===== src/common/tester_cmd_pkg.sv =====
// Constants and types for the remote command handler
// What this block does
// - Bus trigger acts only on measurement page and while idle.
// - Bus trigger needs bus source; starts device measurement only.
// - Four trigger sources: manual, internal repeat, handler, bus; query returns one.
// - Waveform fetch before data ready is held until a measurement completes.
// - Comparison query answers 2 when comparator or all methods are off.
// - Comparison query answers 3 when no waveform data is available.
// - Comparison answer: verdict then four method results in fixed order.
// - Disabled methods report the no-value code, discharge reports 9999.
// - Voltage fetch answers the measured volts.
// - Frequency and time fetches; coincident cursors give the no-value code for frequency only.
// - Statistics answer is ten words: totals and passes, overall then per method.
// - Voltage limits 1 to 255; lower not below upper is an error.
// - Frequency and time points 1 to 600; end must exceed start.
// - Frequency and time share one range.
// - Abort ends any running measurement at once.
// - File commands are discarded while testing.
// - Record numbers 1 to 60; range and missing-file errors.
// - Loading restores the page stored with the record.
// - Store keeps a name under 12 characters, default when empty, error if longer; overwrite silently.
// - Store without reference waveform raises a warning.
// - Delete of an empty record raises no message.
// - Parse errors discard the rest of the line; ignored commands do not.
// - Handler source starts on rising edge of the active-low start input.
package tester_cmd_pkg;
  typedef enum logic [4:0] {
    CMD_TRIG = 5'h00, CMD_SRC_SET = 5'h01, CMD_SRC_Q = 5'h02,
    CMD_FETCH_REF = 5'h03, CMD_FETCH_MEAS = 5'h04, CMD_FETCH_CMP = 5'h05,
    CMD_FETCH_VOLT = 5'h06, CMD_FETCH_FREQ = 5'h07, CMD_FETCH_TIME = 5'h08,
    CMD_FETCH_STAT = 5'h09, CMD_VOLT_SET = 5'h0A, CMD_VOLT_Q = 5'h0B,
    CMD_FREQ_SET = 5'h0C, CMD_TIME_SET = 5'h0D, CMD_FREQ_Q = 5'h0E,
    CMD_TIME_Q = 5'h0F, CMD_ABORT = 5'h10, CMD_LOAD = 5'h11,
    CMD_STORE = 5'h12, CMD_DELETE = 5'h13
  } cmd_t;
  typedef enum logic [1:0] {
    SRC_MAN = 2'h0, SRC_INT = 2'h1, SRC_EXT = 2'h2, SRC_BUS = 2'h3
  } trig_src_t;
  typedef enum logic [3:0] {
    MSG_NONE = 4'h0, MSG_SYNTAX = 4'h1, MSG_RANGE = 4'h2, MSG_ORDER = 4'h3,
    MSG_TOO_LONG = 4'h4, MSG_FILE_RANGE = 4'h5, MSG_NO_FILE = 4'h6,
    MSG_NEED_REF = 4'h7, MSG_CMD_IGN = 4'h8, MSG_TRIG_IGN = 4'h9
  } msg_t;
  typedef enum logic [3:0] {
    ANS_SRC = 4'h0, ANS_CMP_OFF = 4'h1, ANS_CMP_NONE = 4'h2, ANS_CMP = 4'h3,
    ANS_VOLT = 4'h4, ANS_FREQ = 4'h5, ANS_TIME = 4'h6, ANS_STAT = 4'h7,
    ANS_VRANGE = 4'h8, ANS_PRANGE = 4'h9
  } ans_t;
  typedef enum logic [1:0] {
    FOP_LOAD = 2'h0, FOP_STORE = 2'h1, FOP_DELETE = 2'h2
  } file_op_t;
  localparam logic [9:0] VOLT_MIN = 10'h001;
  localparam logic [9:0] VOLT_MAX = 10'h0FF;
  localparam logic [9:0] PT_MIN = 10'h001;
  localparam logic [9:0] PT_MAX = 10'h258;
  localparam logic [9:0] REC_MIN = 10'h001;
  localparam logic [9:0] REC_MAX = 10'h03C;
  localparam int REC_COUNT = 60;
  localparam logic [3:0] NAME_MAX_LEN = 4'hB;
  localparam logic [87:0] DEFAULT_NAME = 88'h0000_0000_556E_6E61_6D65_64;
  localparam logic [31:0] CMP_OFF_CODE = 32'h0000_0002;
  localparam logic [31:0] CMP_NONE_CODE = 32'h0000_0003;
  localparam logic [31:0] VERDICT_PASS = 32'h0000_0001;
  localparam logic [31:0] VERDICT_FAIL = 32'h0000_0000;
  localparam logic [31:0] NO_VALUE_CODE = 32'hFFFF_FFFF;
  localparam logic [31:0] PD_OFF_CODE = 32'h0000_270F;
  localparam logic [1:0] PD_IDX = 2'h2;
  localparam logic [3:0] CMP_LAST = 4'h4;
  localparam logic [3:0] STAT_LAST = 4'h9;
  localparam logic [3:0] RANGE_LAST = 4'h1;
  localparam logic [7:0] VOLT_UPPER_RST = 8'hFF;
  localparam logic [7:0] VOLT_LOWER_RST = 8'h01;
  localparam logic [9:0] RANGE_START_RST = 10'h001;
  localparam logic [9:0] RANGE_END_RST = 10'h258;
endpackage : tester_cmd_pkg


===== src/hw/tester_remote_command_handler.sv =====
// Remote command handler: triggers, fetches, ranges, abort, setup files
`timescale 1ns/1ps
module tester_remote_command_handler
  import tester_cmd_pkg::*;
#(
  parameter int DATA_W = 32,
  parameter int PAGE_W = 2
) (
  // Clock and reset
  input wire logic CLK,
  input wire logic RST_N,
  // Decoded commands
  input wire logic CMD_VALID,
  output logic CMD_READY,
  input wire cmd_t CMD_CODE,
  input wire logic [9:0] CMD_ARG0,
  input wire logic [9:0] CMD_ARG1,
  input wire logic [87:0] CMD_NAME,
  input wire logic [3:0] CMD_NAME_LEN,
  input wire logic CMD_SYNTAX_ERR,
  input wire logic CMD_EOL,
  // Answers
  output logic RSP_VALID,
  input wire logic RSP_READY,
  output logic [DATA_W-1:0] RSP_DATA,
  output logic RSP_LAST,
  output logic WAVE_SEND_REF,
  output logic WAVE_SEND_MEAS,
  // Measurement engine
  input wire logic PAGE_IS_MEAS,
  input wire logic KEY_START,
  input wire logic HANDLER_START_N,
  input wire logic MEAS_DONE,
  input wire logic REF_WAVE_READY,
  input wire logic MEAS_WAVE_READY,
  output logic MEAS_START,
  output logic MEAS_ABORT,
  output logic TESTING,
  // Results
  input wire logic COMP_ON,
  input wire logic [3:0] METHOD_ON,
  input wire logic RESULT_AVAIL,
  input wire logic PASS_ALL,
  input wire logic [4*DATA_W-1:0] METHOD_RESULT,
  input wire logic [DATA_W-1:0] VOLT_VALUE,
  input wire logic [DATA_W-1:0] FREQ_VALUE,
  input wire logic [DATA_W-1:0] TIME_VALUE,
  input wire logic FREQ_COINCIDE,
  input wire logic [10*DATA_W-1:0] STAT_DATA,
  // Settings
  output trig_src_t TRIG_SOURCE,
  output logic [7:0] VOLT_UPPER,
  output logic [7:0] VOLT_LOWER,
  output logic [9:0] RANGE_START,
  output logic [9:0] RANGE_END,
  // Setup files
  input wire logic [PAGE_W-1:0] PAGE_NOW,
  output logic FILE_GO,
  output file_op_t FILE_OP,
  output logic [5:0] FILE_NUM,
  output logic [87:0] FILE_NAME,
  output logic [PAGE_W-1:0] RESTORE_PAGE,
  output logic PAGE_RESTORE,
  // Messages
  output logic MSG_VALID,
  output msg_t MSG_CODE
);
  logic halt, rsp_busy, pend_ref, pend_meas, hs_q, auto_run;
  ans_t kind;
  logic [3:0] idx, last_idx;
  logic [REC_COUNT-1:0] occupied;
  logic [PAGE_W-1:0] page_mem [REC_COUNT];

  wire take = CMD_VALID && CMD_READY;
  wire base = take && !halt && !CMD_SYNTAX_ERR;
  wire syn_err = take && !halt && CMD_SYNTAX_ERR;
  wire is_trig = base && CMD_CODE == CMD_TRIG;
  wire is_src_set = base && CMD_CODE == CMD_SRC_SET;
  wire is_fref = base && CMD_CODE == CMD_FETCH_REF;
  wire is_fmeas = base && CMD_CODE == CMD_FETCH_MEAS;
  wire is_vset = base && CMD_CODE == CMD_VOLT_SET;
  wire is_pset = base && (CMD_CODE == CMD_FREQ_SET || CMD_CODE == CMD_TIME_SET);
  wire is_abort = base && CMD_CODE == CMD_ABORT;
  wire is_load = base && CMD_CODE == CMD_LOAD;
  wire is_store = base && CMD_CODE == CMD_STORE;
  wire is_del = base && CMD_CODE == CMD_DELETE;
  wire is_file = is_load || is_store || is_del;

  // Range checks on the decoded arguments
  wire v_rng = CMD_ARG0 < VOLT_MIN || CMD_ARG0 > VOLT_MAX ||
               CMD_ARG1 < VOLT_MIN || CMD_ARG1 > VOLT_MAX;
  wire v_ord = CMD_ARG1 >= CMD_ARG0;
  wire p_rng = CMD_ARG0 < PT_MIN || CMD_ARG0 > PT_MAX ||
               CMD_ARG1 < PT_MIN || CMD_ARG1 > PT_MAX;
  wire p_ord = CMD_ARG1 <= CMD_ARG0;
  wire rec_bad = CMD_ARG0 < REC_MIN || CMD_ARG0 > REC_MAX;
  wire name_long = CMD_NAME_LEN > NAME_MAX_LEN;
  wire [5:0] widx = CMD_ARG0[5:0] - 6'h01;
  wire file_ign = is_file && TESTING;
  wire file_ok = is_file && !TESTING && !rec_bad;
  wire v_ok = is_vset && !v_rng && !v_ord;
  wire p_ok = is_pset && !p_rng && !p_ord;
  wire store_ok = is_store && file_ok && !name_long;
  wire store_go = store_ok && REF_WAVE_READY;
  wire load_go = is_load && file_ok && occupied[widx];
  wire del_go = is_del && file_ok;
  wire perr = (is_vset && (v_rng || v_ord)) || (is_pset && (p_rng || p_ord)) ||
              (file_ok == 1'b0 && is_file && !TESTING) ||
              (is_store && file_ok && name_long);

  // Start sources; handler input is active low, so start on its release
  wire hs_rise = HANDLER_START_N && !hs_q;
  wire bus_go = is_trig && TRIG_SOURCE == SRC_BUS && PAGE_IS_MEAS && !TESTING;
  wire start_req = !TESTING && !is_abort && (bus_go ||
                   (TRIG_SOURCE == SRC_EXT && hs_rise) ||
                   (TRIG_SOURCE == SRC_MAN && KEY_START) || auto_run);
  wire next_testing = is_abort ? 1'b0 : start_req ? 1'b1 :
                      MEAS_DONE ? 1'b0 : TESTING;
  wire next_auto = (is_abort || is_src_set) ? 1'b0 :
                   (TRIG_SOURCE == SRC_INT && KEY_START) ? 1'b1 : auto_run;

  // Message selection, first match wins
  wire msg_t next_msg = syn_err ? MSG_SYNTAX :
    (is_vset && v_rng) || (is_pset && p_rng) ? MSG_RANGE :
    (is_vset && v_ord) || (is_pset && p_ord) ? MSG_ORDER :
    file_ign ? MSG_CMD_IGN :
    (is_file && rec_bad) ? MSG_FILE_RANGE :
    (is_store && file_ok && name_long) ? MSG_TOO_LONG :
    (store_ok && !REF_WAVE_READY) ? MSG_NEED_REF :
    (is_load && file_ok && !occupied[widx]) ? MSG_NO_FILE :
    (is_trig && !bus_go) ? MSG_TRIG_IGN : MSG_NONE;
  wire next_halt = CMD_EOL ? 1'b0 : (syn_err || perr) ? 1'b1 : halt;

  // Answer kind of the accepted query
  wire cmp_off = !COMP_ON || METHOD_ON == 4'h0;
  wire ans_t start_kind =
    CMD_CODE == CMD_SRC_Q ? ANS_SRC :
    CMD_CODE == CMD_FETCH_CMP ? (cmp_off ? ANS_CMP_OFF :
      (!RESULT_AVAIL ? ANS_CMP_NONE : ANS_CMP)) :
    CMD_CODE == CMD_FETCH_VOLT ? ANS_VOLT :
    CMD_CODE == CMD_FETCH_FREQ ? ANS_FREQ :
    CMD_CODE == CMD_FETCH_TIME ? ANS_TIME :
    CMD_CODE == CMD_FETCH_STAT ? ANS_STAT :
    CMD_CODE == CMD_VOLT_Q ? ANS_VRANGE : ANS_PRANGE;
  wire ans_go = base && (CMD_CODE == CMD_SRC_Q ||
    (CMD_CODE >= CMD_FETCH_CMP && CMD_CODE <= CMD_FETCH_STAT) ||
    CMD_CODE == CMD_VOLT_Q || CMD_CODE == CMD_FREQ_Q || CMD_CODE == CMD_TIME_Q);

  function automatic logic [3:0] last_of(input ans_t k);
    case (k)
      ANS_CMP: last_of = CMP_LAST;
      ANS_STAT: last_of = STAT_LAST;
      ANS_VRANGE, ANS_PRANGE: last_of = RANGE_LAST;
      default: last_of = 4'h0;
    endcase
  endfunction : last_of

  function automatic logic [DATA_W-1:0] word_of(input ans_t k, input logic [3:0] i);
    logic [1:0] m;
    m = 2'(i - 4'h1);
    case (k)
      ANS_SRC: word_of = DATA_W'(TRIG_SOURCE);
      ANS_CMP_OFF: word_of = DATA_W'(CMP_OFF_CODE);
      ANS_CMP_NONE: word_of = DATA_W'(CMP_NONE_CODE);
      ANS_CMP: word_of = (i == 4'h0) ?
        DATA_W'(PASS_ALL ? VERDICT_PASS : VERDICT_FAIL) :
        METHOD_ON[m] ? METHOD_RESULT[m*DATA_W +: DATA_W] :
        DATA_W'(m == PD_IDX ? PD_OFF_CODE : NO_VALUE_CODE);
      ANS_VOLT: word_of = VOLT_VALUE;
      ANS_FREQ: word_of = FREQ_COINCIDE ? DATA_W'(NO_VALUE_CODE) : FREQ_VALUE;
      ANS_TIME: word_of = TIME_VALUE;
      ANS_STAT: word_of = STAT_DATA[i*DATA_W +: DATA_W];
      ANS_VRANGE: word_of = DATA_W'(i == 4'h0 ? VOLT_UPPER : VOLT_LOWER);
      ANS_PRANGE: word_of = DATA_W'(i == 4'h0 ? RANGE_START : RANGE_END);
      default: word_of = '0;
    endcase
  endfunction : word_of

  // Queries stall the command stream until their answer is drained
  assign CMD_READY = !rsp_busy;
  assign RSP_VALID = rsp_busy;
  assign RSP_LAST = rsp_busy && idx == last_idx;
  wire step = rsp_busy && RSP_READY && !RSP_LAST;

  always_ff @(posedge CLK or negedge RST_N) begin
    if (!RST_N) begin
      rsp_busy <= 1'b0;
      kind <= ANS_SRC;
      idx <= 4'h0;
      last_idx <= 4'h0;
      RSP_DATA <= '0;
    end else if (ans_go) begin
      rsp_busy <= 1'b1;
      kind <= start_kind;
      idx <= 4'h0;
      last_idx <= last_of(start_kind);
      RSP_DATA <= word_of(start_kind, 4'h0);
    end else if (step) begin
      idx <= idx + 4'h1;
      RSP_DATA <= word_of(kind, idx + 4'h1);
    end else if (RSP_LAST && RSP_READY) begin
      rsp_busy <= 1'b0;
    end
  end

  always_ff @(posedge CLK or negedge RST_N) begin
    if (!RST_N) begin
      halt <= 1'b0;
      hs_q <= 1'b1;
      auto_run <= 1'b0;
      TESTING <= 1'b0;
      MEAS_START <= 1'b0;
      MEAS_ABORT <= 1'b0;
    end else begin
      halt <= next_halt;
      hs_q <= HANDLER_START_N;
      auto_run <= next_auto;
      TESTING <= next_testing;
      MEAS_START <= start_req;
      MEAS_ABORT <= is_abort;
    end
  end

  // A held fetch is answered by the next measurement completion
  always_ff @(posedge CLK or negedge RST_N) begin
    if (!RST_N) begin
      pend_ref <= 1'b0;
      pend_meas <= 1'b0;
      WAVE_SEND_REF <= 1'b0;
      WAVE_SEND_MEAS <= 1'b0;
    end else begin
      WAVE_SEND_REF <= (is_fref && REF_WAVE_READY) || (pend_ref && MEAS_DONE);
      WAVE_SEND_MEAS <= (is_fmeas && MEAS_WAVE_READY) || (pend_meas && MEAS_DONE);
      pend_ref <= (is_fref && !REF_WAVE_READY) || (pend_ref && !MEAS_DONE);
      pend_meas <= (is_fmeas && !MEAS_WAVE_READY) || (pend_meas && !MEAS_DONE);
    end
  end

  always_ff @(posedge CLK or negedge RST_N) begin
    if (!RST_N) begin
      TRIG_SOURCE <= SRC_MAN;
      VOLT_UPPER <= VOLT_UPPER_RST;
      VOLT_LOWER <= VOLT_LOWER_RST;
      RANGE_START <= RANGE_START_RST;
      RANGE_END <= RANGE_END_RST;
      MSG_VALID <= 1'b0;
      MSG_CODE <= MSG_NONE;
    end else begin
      if (is_src_set) TRIG_SOURCE <= trig_src_t'(CMD_ARG0[1:0]);
      if (v_ok) VOLT_UPPER <= CMD_ARG0[7:0];
      if (v_ok) VOLT_LOWER <= CMD_ARG1[7:0];
      if (p_ok) RANGE_START <= CMD_ARG0;
      if (p_ok) RANGE_END <= CMD_ARG1;
      MSG_VALID <= next_msg != MSG_NONE;
      MSG_CODE <= next_msg;
    end
  end

  // Record table: occupancy and the page saved with each record
  for (genvar g = 0; g < REC_COUNT; g++) begin : g_rec
    always_ff @(posedge CLK or negedge RST_N) begin
      if (!RST_N) begin
        occupied[g] <= 1'b0;
        page_mem[g] <= '0;
      end else if (store_go && widx == 6'(g)) begin
        occupied[g] <= 1'b1;
        page_mem[g] <= PAGE_NOW;
      end else if (del_go && widx == 6'(g)) begin
        occupied[g] <= 1'b0;
      end
    end
  end

  always_ff @(posedge CLK or negedge RST_N) begin
    if (!RST_N) begin
      FILE_GO <= 1'b0;
      FILE_OP <= FOP_LOAD;
      FILE_NUM <= 6'h00;
      FILE_NAME <= '0;
      RESTORE_PAGE <= '0;
      PAGE_RESTORE <= 1'b0;
    end else begin
      FILE_GO <= store_go || load_go || del_go;
      PAGE_RESTORE <= load_go;
      if (store_go || load_go || del_go) begin
        FILE_NUM <= CMD_ARG0[5:0];
        FILE_OP <= store_go ? FOP_STORE : load_go ? FOP_LOAD : FOP_DELETE;
        FILE_NAME <= CMD_NAME_LEN == 4'h0 ? DEFAULT_NAME : CMD_NAME;
      end
      if (load_go) RESTORE_PAGE <= page_mem[widx];
    end
  end
endmodule : tester_remote_command_handler


===== config.mk =====
export PLATFORM = sky130hd
export DESIGN_NAME = tester_remote_command_handler
export DESIGN_NICKNAME = d
export VERILOG_FILES = /design/src/common/tester_cmd_pkg.sv /design/src/hw/tester_remote_command_handler.sv
export SDC_FILE = /design/constraint.sdc
export NUM_CORES = 1
export LEC_CHECK = 0
export ABC_AREA = 1
export BUFFER_PORTS_ARGS = -buffer_cell sky130_fd_sc_hd__buf_4
export CELL_PAD_IN_SITES_DETAIL_PLACEMENT = 1
export CELL_PAD_IN_SITES_GLOBAL_PLACEMENT = 1
export CORE_AREA = 3 3 339 341
export CTS_BUF_LIST = sky130_fd_sc_hd__clkbuf_4
export DETAILED_ROUTE_END_ITERATION = 8
export DIE_AREA = 0 0 342 344
export HOLD_SLACK_MARGIN = 0.12
export PLACE_DENSITY_LB_ADDON = 0.08
export SETUP_SLACK_MARGIN = 0.2
export SYNTH_ARGS = -nofsm -noshare
export SYNTH_HDL_FRONTEND = slang
export SYNTH_SLANG_ARGS = --single-unit

===== constraint.sdc =====
create_clock -name CLK -period 4 [get_ports CLK]
set_clock_uncertainty 0.15 [all_clocks]
set_input_delay 0.8 -clock CLK [delete_from_list [all_inputs] [get_ports CLK]]
set_output_delay 0.8 -clock CLK [all_outputs]
set_load 0.005 [all_outputs]

==> impl_metrics.json <==
{
  "wl_mm": 175,
  "min_from": "VOLT_VALUE[23]",
  "finalMaxSlewViolations": 0,
  "nNetsFinal": 5167,
  "comb_power_share_pct": 50.1,
  "synth_fa_ha_area_share_pct": 0.844,
  "slew_headroom_pct": 30.1,
  "wire_per_inst_um": 28.7,
  "hp-class": "in2reg",
  "synth_compound_area_share_pct": 21.7,
  "ys_types": 50,
  "drive_above_1_share_pct": 27.5,
  "power_leakage_uw": 0.0177,
  "r2r_start": "idx[0]",
  "synth_edf_count": 0,
  "cts_max_path_buffers": 3,
  "cap_viol_max_count": 0,
  "p_seq_share_pct": 25.6,
  "synth_seq_cells": 377,
  "worstSkewPairLatency_ps": 950,
  "finalSetupViolCount": 0,
  "grt_pass1_vias": 30600,
  "worstPathMaxFanout": 15,
  "dr_total_vias": 29700,
  "clockPowerShare_pct": 24.3,
  "final.min_clock_period_ps": 3720,
  "synth-main-ff-cell": "dfrtp_1",
  "synth-seq-area-share_pct": 39.8,
  "layout_common_cells": "971 x buf_4, 807 x nand2_1, 457 x o21ai_0",
  "start_util_pct": 21.1,
  "routabilityCongestion": 0.910,
  "grt_max_degree": 194,
  "clock-root-buffer": "clkbuf_4",
  "synth_warnings": 0,
  "startpoint": "idx[0]",
  "syn_area_per_cell_sq_um": 6.94,
  "ant_nets": 0,
  "die_w_um": 342,
  "pin_count": 866,
  "fin_setup_tns_ps": 0,
  "dp_hpwl_mm": 139,
  "cp-end-kind": "flop",
  "reg2reg_slack_ps": 280,
  "clock_sinks": 377,
  "rows": 123,
  "drc": 0,
  "finalHoldViolCount": 0,
  "tritoncts": "done",
  "worstPathArrival_ps": 4360,
  "port_buffers": 865,
  "drtPass1Iterations": 5,
  "grt_pass1_wl_mm": 241,
  "grt_overflow": 0,
  "fp.coreArea_sq_um": 112000,
  "async_flop_share_pct": 100,
  "power.density_nw_per_um2": 473,
  "numCtsBuffers": 112,
  "switching_share_pct": 46.6,
  "tightest_slew_ps": 1040,
  "die_area_sq_um": 118000,
  "fin_hold_ws_ps": 222,
  "rsz0062_at_grt": "false",
  "yosys.area_share.simple_pct": 28.3,
  "p_sw_uw": 7890,
  "ir_worst_vdd_v": 0.000442,
  "clk_pin_slew_ps": 70,
  "intPower_uw": 9060,
  "layout.cells.most_common": "buf_4",
  "syn-num-nets": 4116,
  "final.period_utilization_pct": 93.1,
  "viasPerCell": 4.88,
  "drt_iter0_drc": 2187,
  "synth-xor-area-share_pct": 0.142,
  "crit_type": "reg2reg",
  "syn_inst": 3417,
  "worstSetupStartpointType": "flop",
  "fp.dieH_um": 344,
  "antenna_found_initial": 59,
  "synth_mux_area_share_pct": 0.380,
  "outcome": "completed",
  "timing.fmax_mhz": 268,
  "h-tree-depth": 3,
  "syn2layout_area_growth_pct": 50.9,
  "fillers": 13900,
  "grt.total_usage_pct": 28.6,
  "synth_top_family_by_area": "simple AND/OR/NAND/NOR gates",
  "synth_area_sq_um": 23700,
  "critPathRequiredTime_ps": 4630
}
-- Yosys cell counts (7+ instances only) --
cell       instances  share of area, %
dfstp_2           15               1.7
o211ai_1          82               2.6
nand4_1           60               1.6
nor2_1           363               5.7
o221ai_1          38               1.4
inv_2             16              0.25
ha_1              16              0.84
buf_4             11              0.35
buf_2             32              0.68
mux2i_1            9              0.38
o22ai_1          125               3.3
nor3_1            62               1.3
buf_6              7              0.33
nand3_1          241               5.1
nand2_1          810                13
clkbuf_1         162               2.6
o2111ai_1          7              0.26
a22oi_1           11              0.35
dfrtp_1          362                38
inv_1            267               4.2
o21ai_0          457               9.6
a21oi_1           65               1.4
buf_1             18              0.28
o21ai_1           99               2.1
and3_1            25              0.66
-- state kept, by name, indices dropped and copies added (netlist names), 2 cells and up --
signal / count
occupied: 60
RANGE_START: 10
FILE_NUM: 6
VOLT_UPPER: 8
last_idx: 3
idx: 4
RESTORE_PAGE: 2
FILE_NAME: 88
RANGE_END: 10
MSG_CODE: 4
TRIG_SOURCE: 2
FILE_OP: 2
RSP_DATA: 32
page_mem: 120
kind: 4
VOLT_LOWER: 8
-- metal layers --
metal	GRT usage (%)	up-vias	wire length (um)
met5	0	-	101
met4	8.34	16	4650
met3	6.23	227	11100
met2	49.5	916	86500
met1	35.8	14800	72900
li1	-	13800	-
-- power by group through the flow --
stage                     sequential [uW]  clock [uW]  combinational, uW
after floorplan                      4280           0               4250
after global placement               4400           0               8180
after detailed placement             4400           0               8180
after CTS                            4330        4270               8400
after global routing                 4360        4480               9140
final                                4330        4120               8500
-- final cells by class --
class                   count  area, sq um  share of cell area [%]
clock inverters            34          210                   0.587
repair buffers           1167         9510                    26.6
inverters                 286         1080                    3.02
diodes                     28         70.1                   0.196
flip-flops and latches    377         9460                    26.4
well taps                1500         1880                    5.24
clock buffers             177         1330                    3.71
multi-input cells        2524        12300                    34.3
-- metrics by stage --
step | setup WS [ps] | util (%) | total power [uW] | instance area (sq um) | std cells
floorplan | 232 | - | 8530 | 23700 | 3417
global placement | 290 | 28.9 | 12600 | 32500 | 5682
detailed placement | 252 | 28.9 | 12600 | 32500 | 5682
CTS | 227 | 31.8 | 17000 | 35700 | 6062
global route | 217 | 31.9 | 18000 | 35800 | 6085
finish | 275 | 31.9 | 16900 | 35800 | 6093
-- critical path, stage by stage, from the launching register on --
cell and delay, ps:
dfrtp_4 540, ha_1 230, nor2_1 130, nor2_2 90, inv_1 580, nand3_1 400, and3_1 310, o21ai_0 190
buf_4 180, o211ai_1 90, nand2_1 80, nand3_1 70, dlygate4sd3_1 560
-- repair_timing --
action | in CTS | in global routing
hold buffers | 169 | 0
endpoints found under the hold margin | 219 | 0
setup endpoints to repair | 0 | 4
gates resized for setup | 0 | 5
setup buffers | 0 | 3
-- final timing paths --
path,to,cells after the start
max reg2reg,RSP_DATA[28],12
min,RSP_DATA[23],5
min in group asynchronous,FILE_NAME[82],2
max,RSP_DATA[28],12
max in group asynchronous,idx[0],3
min reg2reg,page_mem[18],2
-- logic make-up after synthesis --
| logic type | Yosys count |
|---|---|
| compound gates | 907 |
| xor+xnor | 3 |
| fa+ha+maj | 16 |
| buf+inv | 516 |
| flops | 377 |
| mux | 9 |
| simple gates | 1589 |
Power figures use the tool's default switching activity.
